[src/hbl_pkg.sv]
/*
   Shared definitions for the host bus strobe and address latch block:
   widths, reset values, the port modes and the bundle of host pins.
   Assumes nothing beyond a SystemVerilog compiler.
*/
package hbl_pkg;

   // Host address and data widths.
   localparam int ADDR_WIDTH = 15;
   localparam int DATA_WIDTH = 8;

   // Values after reset.
   localparam logic [ADDR_WIDTH-1:0] ADDR_RESET = 15'h0000;
   localparam logic [DATA_WIDTH-1:0] DATA_RESET = 8'h00;

   // Port modes, taken from the mode strap pins.
   typedef enum logic [1:0]
   {
      MODE_ASYNC_ALE = 2'b00,
      MODE_ASYNC_DS  = 2'b01,
      MODE_CLOCKED   = 2'b10
   } hbl_mode_type;

   // All host pins travel together through one synchroniser.
   typedef struct packed
   {
      logic [1:0]            mode;
      logic                  chipSelect_n;
      logic                  readWrite_n;
      logic                  sharedStrobePin;
      logic                  addressLatchPin;
      logic                  hostClk;
      logic [ADDR_WIDTH-1:0] addr;
      logic [DATA_WIDTH-1:0] data;
   } hbl_pins_type;

   localparam int PINS_WIDTH = $bits(hbl_pins_type);

   // Host pins at rest: idle mode, deselected, strobes high, latch closed.
   // Resetting the synchroniser to these levels means release of reset shows
   // no false edge and no bus drive while the chain refills.
   localparam hbl_pins_type PINS_RESET = '{
      mode:            2'h3,
      chipSelect_n:    1'b1,
      readWrite_n:     1'b1,
      sharedStrobePin: 1'b1,
      addressLatchPin: 1'b0,
      hostClk:         1'b0,
      addr:            ADDR_RESET,
      data:            DATA_RESET
   };

endpackage : hbl_pkg

[src/hbl_host_port.sv]
/*
   Host port strobe and address latch logic for an 8-bit data, 15-bit address
   host bus, in two asynchronous modes and one clocked mode.
   Assumes a host on the pins and an internal register file on core_clk that
   returns read data for regAddr in the same cycle, combinationally.
*/
// What this block does
// - Strobe-read mode: drive addressed register data while read strobe is low.
// - Strobe-read mode: release the data bus when the read strobe rises.
// - Data-strobe mode: shared pin acts as the host data strobe.
// - Clocked mode: write when enable, select, read/write low at host clock edge.
// - Strobe-read mode: latch enable pulse starts each cycle and captures address.
// - Latch enable high passes address; falling edge holds it.
// - Address strobe low passes address; rising edge holds it.
// - Clocked mode ignores the address latch pin.
// - Clocked mode samples inputs and updates outputs on host clock rising edges.
`timescale 1ns/1ps
module hbl_host_port
   import hbl_pkg::*;
(
   input  wire logic                          core_clk,
   input  wire logic                          reset_n,
   input  wire hbl_pkg::hbl_pins_type         hostPins,
   output      logic [hbl_pkg::DATA_WIDTH-1:0] hostDataOut,
   output      logic                          hostDataOe,
   output      logic [hbl_pkg::ADDR_WIDTH-1:0] regAddr,
   output      logic                          regWrite,
   output      logic [hbl_pkg::DATA_WIDTH-1:0] regWdata,
   input  wire logic [hbl_pkg::DATA_WIDTH-1:0] regRdata
);
   import hbl_pkg::*;

   hbl_pins_type syncPins;
   hbl_pins_type prevPins;
   hbl_mode_type mode;
   logic         hostClkRise;
   logic         strobeRise;
   logic         rwRise;
   logic         readLoad;

   ////////////////////////////////////////////////////////////////////////////
   // pin synchronisation
   // The chains rest at idle pin levels; an all-zero reset would read as
   // selected with the read strobe low and drive the bus just after reset.
   hbl_sync #(
      .WIDTH       (PINS_WIDTH),
      .RESET_VALUE (PINS_RESET)
   ) u_sync (
      .core_clk (core_clk),
      .reset_n  (reset_n),
      .asyncIn  (hostPins),
      .syncOut  (syncPins)
   );

   // A third copy gives edges without touching the first sync stage.
   always_ff @(posedge core_clk or negedge reset_n)
   begin
      if (!reset_n)
      begin
         prevPins <= PINS_RESET;
      end
      else
      begin
         prevPins <= syncPins;
      end
   end

   // Edge detects on synchronised pins.
   assign mode        = hbl_mode_type'(syncPins.mode);
   assign hostClkRise = syncPins.hostClk & ~prevPins.hostClk;
   assign strobeRise  = syncPins.sharedStrobePin & ~prevPins.sharedStrobePin;
   assign rwRise      = syncPins.readWrite_n & ~prevPins.readWrite_n;

   ////////////////////////////////////////////////////////////////////////////
   // Address latch. Pass-through while the latch is open, hold when it closes.
   // The hold is the value seen one core cycle before the closing edge, which
   // the host's address hold time covers at this clock rate.
   always_ff @(posedge core_clk or negedge reset_n)
   begin
      if (!reset_n)
      begin
         regAddr <= ADDR_RESET;
      end
      else
      begin
         unique case (mode)
            MODE_ASYNC_ALE:
            begin
               if (syncPins.addressLatchPin)
               begin
                  regAddr <= syncPins.addr;
               end
            end
            MODE_ASYNC_DS:
            begin
               if (!syncPins.addressLatchPin)
               begin
                  regAddr <= syncPins.addr;
               end
            end
            MODE_CLOCKED:
            begin
               if (hostClkRise)
               begin
                  regAddr <= syncPins.addr;
               end
            end
            default:
            begin
               regAddr <= regAddr;
            end
         endcase
      end
   end

   ////////////////////////////////////////////////////////////////////////////
   // Read data drive. In clocked mode the data is loaded one core cycle after
   // the host edge, once the register file has seen the new address.
   always_ff @(posedge core_clk or negedge reset_n)
   begin
      if (!reset_n)
      begin
         hostDataOut <= DATA_RESET;
         hostDataOe  <= 1'b0;
         readLoad    <= 1'b0;
      end
      else
      begin
         readLoad <= 1'b0;
         unique case (mode)
            MODE_ASYNC_ALE:
            begin
               hostDataOe  <= !syncPins.chipSelect_n && !syncPins.sharedStrobePin;
               hostDataOut <= regRdata;
            end
            MODE_ASYNC_DS:
            begin
               hostDataOe  <= !syncPins.chipSelect_n && !syncPins.sharedStrobePin
                              && syncPins.readWrite_n;
               hostDataOut <= regRdata;
            end
            MODE_CLOCKED:
            begin
               if (hostClkRise)
               begin
                  hostDataOe <= !syncPins.chipSelect_n && syncPins.readWrite_n;
                  readLoad   <= 1'b1;
               end
               if (readLoad)
               begin
                  hostDataOut <= regRdata;
               end
            end
            default:
            begin
               hostDataOe <= 1'b0;
            end
         endcase
      end
   end

   ////////////////////////////////////////////////////////////////////////////
   // Register writes, one core-cycle pulse per host write.
   always_ff @(posedge core_clk or negedge reset_n)
   begin
      if (!reset_n)
      begin
         regWrite <= 1'b0;
         regWdata <= DATA_RESET;
      end
      else
      begin
         regWrite <= 1'b0;
         unique case (mode)
            MODE_ASYNC_ALE:
            begin
               if (rwRise && !syncPins.chipSelect_n)
               begin
                  regWrite <= 1'b1;
                  regWdata <= syncPins.data;
               end
            end
            MODE_ASYNC_DS:
            begin
               if (strobeRise && !syncPins.chipSelect_n && !syncPins.readWrite_n)
               begin
                  regWrite <= 1'b1;
                  regWdata <= syncPins.data;
               end
            end
            MODE_CLOCKED:
            begin
               if (hostClkRise && !syncPins.chipSelect_n && !syncPins.readWrite_n
                   && !syncPins.sharedStrobePin)
               begin
                  regWrite <= 1'b1;
                  regWdata <= syncPins.data;
               end
            end
            default:
            begin
               regWrite <= 1'b0;
            end
         endcase
      end
   end
endmodule : hbl_host_port

[src/hbl_sync.sv]
/*
   Two flip-flop synchroniser, one chain per bit.
   Assumes the inputs are asynchronous to clk and only the second stage is read.
   Both stages reset to RESET_VALUE, which should match the pins' idle levels.
*/
`timescale 1ns/1ps
module hbl_sync #(
   parameter int               WIDTH       = 8,
   parameter logic [WIDTH-1:0] RESET_VALUE = '0
) (
   input  wire logic             core_clk,
   input  wire logic             reset_n,
   input  wire logic [WIDTH-1:0] asyncIn,
   output      logic [WIDTH-1:0] syncOut
);

   logic [WIDTH-1:0] firstStage;

   ////////////////////////////////////////////////////////////////////////////
   // One chain per bit; the first stage feeds nothing but the second.
   for (genvar i = 0; i < WIDTH; i++)
   begin : g_bit
      always_ff @(posedge core_clk or negedge reset_n)
      begin
         if (!reset_n)
         begin
            firstStage[i] <= RESET_VALUE[i];
            syncOut[i]    <= RESET_VALUE[i];
         end
         else
         begin
            firstStage[i] <= asyncIn[i];
            syncOut[i]    <= firstStage[i];
         end
      end
   end

endmodule : hbl_sync

[config.mk]
export PLATFORM = sky130hd
export DESIGN_NAME = hbl_host_port
export DESIGN_NICKNAME = d
export VERILOG_FILES = /design/src/hbl_pkg.sv /design/src/hbl_host_port.sv /design/src/hbl_sync.sv
export SDC_FILE = /design/constraint.sdc
export NUM_CORES = 1
export LEC_CHECK = 0
export BUFFER_PORTS_ARGS = -buffer_cell sky130_fd_sc_hd__buf_2
export CORE_MARGIN = 2
export CORE_UTILIZATION = 52
export DETAILED_ROUTE_END_ITERATION = 6
export PLACE_DENSITY = 0.78
export REMOVE_ABC_BUFFERS = 1
export SLEW_MARGIN = 30
export SYNTH_ARGS = -nofsm -noshare
export SYNTH_HDL_FRONTEND = slang
export SYNTH_SLANG_ARGS = --single-unit
[constraint.sdc]
create_clock -name core_clk -period 2.4 [get_ports core_clk]
set_input_delay 0.24 -clock core_clk [delete_from_list [all_inputs] [get_ports core_clk]]
set_output_delay 0.24 -clock core_clk [all_outputs]
set_load 0.1 [all_outputs]
==> impl.org <==
** Placement
- Final estimated routing congestion in global placement :: 0.842
- Input and output buffers added on the ports amount to just over 70.
- The placed instances occupy a cell area of 3490 um^2.
- Detailed placement HPWL :: between 3 and 4 mm
- Before CTS, the worst setup slack after placement is around 400 ps.

** Routing
- After detailed routing, the total wire length is between 4 and 5 mm.
- After detailed routing, the number of vias per cell comes to about 4.7.
- The count of nets left with antenna violations once routing finished came out at 0.
- The first TritonRoute pass finished after 4 iterations.
- Vias post-DR :: 1,625
- Initial drt markers :: between 70 and 80
- Number of remaining DRC errors :: 0
- Routed wire length per instance :: approximately 14 um

** Power
- Across the VDD grid, the largest voltage drop is about 0.00063 V.
- Standby leakage power :: 1.87 nW
- Total power for the finished layout comes to between 4 and 5 mW.
- Pwr per Cell Area :: a little over 1000 nW/um^2

** Cells and area
- Most used cells in the layout excluding fill and tap cells :: sky130_fd_sc_hd__dfrtp_1, sky130_fd_sc_hd__buf_2, sky130_fd_sc_hd__mux2_2
- After routing the design area is around 4000 um^2.
- The repair_antennas step left the layout with diodes totalling 0.
- Area added between synthesis and finish :: 32.2%
- At the end of the flow, the number of nets in the layout was between 300 and 400.
- Of the cells placed in the final design, the portion with a size suffix greater than 1 is roughly half.
- Most common cell after layout, fill and taps aside :: sky130_fd_sc_hd__dfrtp_1

** CTS
- Clock-pin slew on the worst setup and hold paths :: 90 ps
- # Post-CTS Setup Buffers :: 0
- H-tree Lvls :: 3
- TritonCTS created 9 clock buffers.
- Maximum buffer depth of the clock tree :: 2
- Clock tree synthesis selected as its root buffer the cell sky130_fd_sc_hd__clkbuf_8.
- CTS saw 97 sinks.
- TritonCTS clock tree :: yes
- Later-pin clock latency in the skew report :: around 340 ps

** Floorplan
- The initialized floorplan defines 27 standard-cell rows.
- Die extent in x :: 80.3 um
- Once the floorplan was initialized, standard cells occupied 54.3% of the core.
- Floorplan Core Area :: 5570 um^2
- From bottom edge to top edge, the die measures about 80 um.
- The floorplan step defined a die boundary enclosing between 6000 and 7000 um^2.
- 73 I/O pins were placed.

** STA
- The number of slew-limit violations in the final report came to 0.
- Summed negative setup slack over all endpoints :: 0 ps
- For the final database, setup skew stands at 9.60 ps.
- Final setup violating endpoints :: 0
- On the final layout, the worst hold slack is 15.6 ps.
- Worst Slack Setup Final :: ~380 ps
- Setup repair after global routing left no endpoint under its margin.
- Derived from the worst setup path, the maximum achievable clock frequency is a little under 500 MHz.
- For the pin with the worst max-slew slack, the measured transition is 566 ps.
- The final count of hold timing violations came to 0.
- Worst-case headroom to the max-slew limit :: 62.3%
- Min cycle time layout :: ~2000 ps
- Final period util :: roughly 84%

** GRT
- For this run, global-route usage on met2 was measured as roughly 28%.
- Global-route wire length before repair :: a little over 8 mm
- Global routing consumed, on the met1 layer, 22.8% of the routing resources.
- Entering global routing, the biggest net connects between 50 and 60 pins.
- Met3 demand-to-capacity share in global routing :: 5.39%
- After global routing the overflow that remains totals 0.
- In the global route stage, overall resource usage came out at 17.5%.
- Via count of the first global-routing pass :: roughly 1,700
- Antenna violations before repair :: 0
- The global routing stage identified its most utilized layer as met2.

** Critical path
- By startpoint and endpoint, the worst setup path is classified as reg -> reg.
- Along the worst path, the maximum fanout reaches 15.
- Depth of the worst register-to-register path :: 5
- On the worst path, the slowest cell contributes a delay of between 500 and 600 ps.
- Required time of the critical path :: between 2000 and 3000 ps
- The worst setup path is captured at a register.
- STA classifies the critical path startpoint as a register.
- The signal on the critical path passes through inv_1 > ha_1 > a21oi_1 > o211a_2 > mux2_2.
- Data arrival, critical path :: 2250 ps
- Slowest cell on crit path :: sky130_fd_sc_hd__dfstp_2

** Logic synthesis
- The mapped netlist covers approximately 3000 um^2.
- For this run, the register share of the synthesized area comes to roughly 81%.
- For this run, the number of Yosys warnings is 0.
- Of the total synthesized cell area, the portion taken by AND, OR, NAND and NOR gates is between 2 and 2.5%.
- The number of different library cells used by synthesis comes to 24.
- The synthesized design contains 97 register bits.
- Post-synthesis xor/xnor area fraction :: 0%
- Synth Area in Adders :: ~1.7%
- Summing the areas of all compound-gate instances in the mapped netlist gives ~2.6% of the synthesized area.
- Mean cell area of the mapped netlist :: approximately 19 um^2
- Synthesis handed over a netlist of 160 instances.
- Main combinational cell family by area after synthesis :: multiplexers
- Measured against the total synthesized area, the mux share comes to approximately 12%.

** Run
- Count of max-cap constraint violations :: 0

** Worst hold path
- Number of cells traversed by the worst hold path :: 1
- The path class of the tightest hold or removal check is in -> reg.

** Outcome
- The run finished with clean final reports.
-- synth_stat cells, drive strengths merged --
master | count | share of area, %
dfstp | 12 | 10
buf | 1 | 0.25
ha | 4 | 1.7
o41ai | 2 | 0.83
nor2b | 1 | 0.21
a32o | 1 | 0.33
o2bb2ai | 1 | 0.29
nand2 | 3 | 0.37
inv | 5 | 0.62
mux2 | 32 | 12
mux2i | 1 | 0.33
nor2 | 2 | 0.25
o211a | 1 | 0.33
a21oi | 3 | 0.62
dfrtp | 85 | 70
nand2b | 1 | 0.21
nor3 | 1 | 0.17
and3b | 1 | 0.29
nand3 | 1 | 0.33
nor4 | 1 | 0.21
a31oi | 1 | 0.21
-- per-layer routing --
layer | vias up | share of wire, %
met4 | 0 | 1.7
met3 | 8 | 5.3
met2 | 55 | 49
met1 | 799 | 44
li1 | 763 | -
met5 | - | 0
-- state kept, by name, indices dropped and copies added (netlist names) --
| signal | count |
|---|---|
| regAddr | 15 |
| u_sync.firstStage | 30 |
| regWrite | 1 |
| readLoad | 1 |
| prevPins | 3 |
| hostDataOut | 8 |
| hostDataOe | 1 |
| regWdata | 8 |
| u_sync.syncOut | 30 |
-- power by group --
group | internal (mW) | leakage (nW) | switching (mW)
logic | 0.221 | 0.650 | 0.886
clock network | 0.584 | 0.0975 | 0.527
registers | 1.79 | 1.12 | 0.0724
total | 2.60 | 1.87 | 1.48
-- worst max-delay path: cells and delay by family (launching register included) --
| kind | cells | cell delay [ps] |
|---|---|---|
| AOI/OAI and AO/OA | 2 | 620 |
| DFF | 1 | 550 |
| muxes | 1 | 380 |
| adders and majority gates | 1 | 280 |
| buffers and inverters | 1 | 60 |
-- worst paths after layout --
check | from | end | slack (ps)
max in group asynchronous | reset_n | u_sync.syncOut[28] | 1250
max reg2reg | u_sync.syncOut[28] | regAddr[5] | 380
min | hostPins[4] | u_sync.firstStage[4] | 20
max | u_sync.syncOut[28] | regAddr[5] | 380
min in group asynchronous | reset_n | regWdata[0] | 430
min reg2reg | u_sync.firstStage[6] | u_sync.syncOut[6] | 350
-- cell families (layout without fill, tap and decap cells) --
group	count (synthesis)	count (layout)
flip-flops	97	97
AO/OA/AOI/OAI	9	9
buffers and inverters	6	123
AND/OR/NAND/NOR	11	11
adder cells (fa/ha/maj)	4	4
multiplexers	33	33
-- final cells by class --
class                           count  area, um^2
Clock buffer                        9         124
Clock inverter                      7        95.1
Fill cell                         359        1570
Inverter                            5        18.8
Multi-Input combinational cell     57         561
Sequential cell                    97        2440
Tap cell                           72        90.1
Timing Repair Buffer              102         673
-- repair_timing --
action / CTS / global route
gates resized for setup: 0 / 0
hold buffers: 28 / 1
hold endpoints to repair: 72 / 1
-- metrics by stage --
step                      std cells  util, %
after CTS                       348     71.6
after floorplan                 159        -
after global routing            349     71.8
after global placement          304     62.7
final                           349     71.8
after detailed placement        304     62.7
Power figures use the tool's default switching activity.
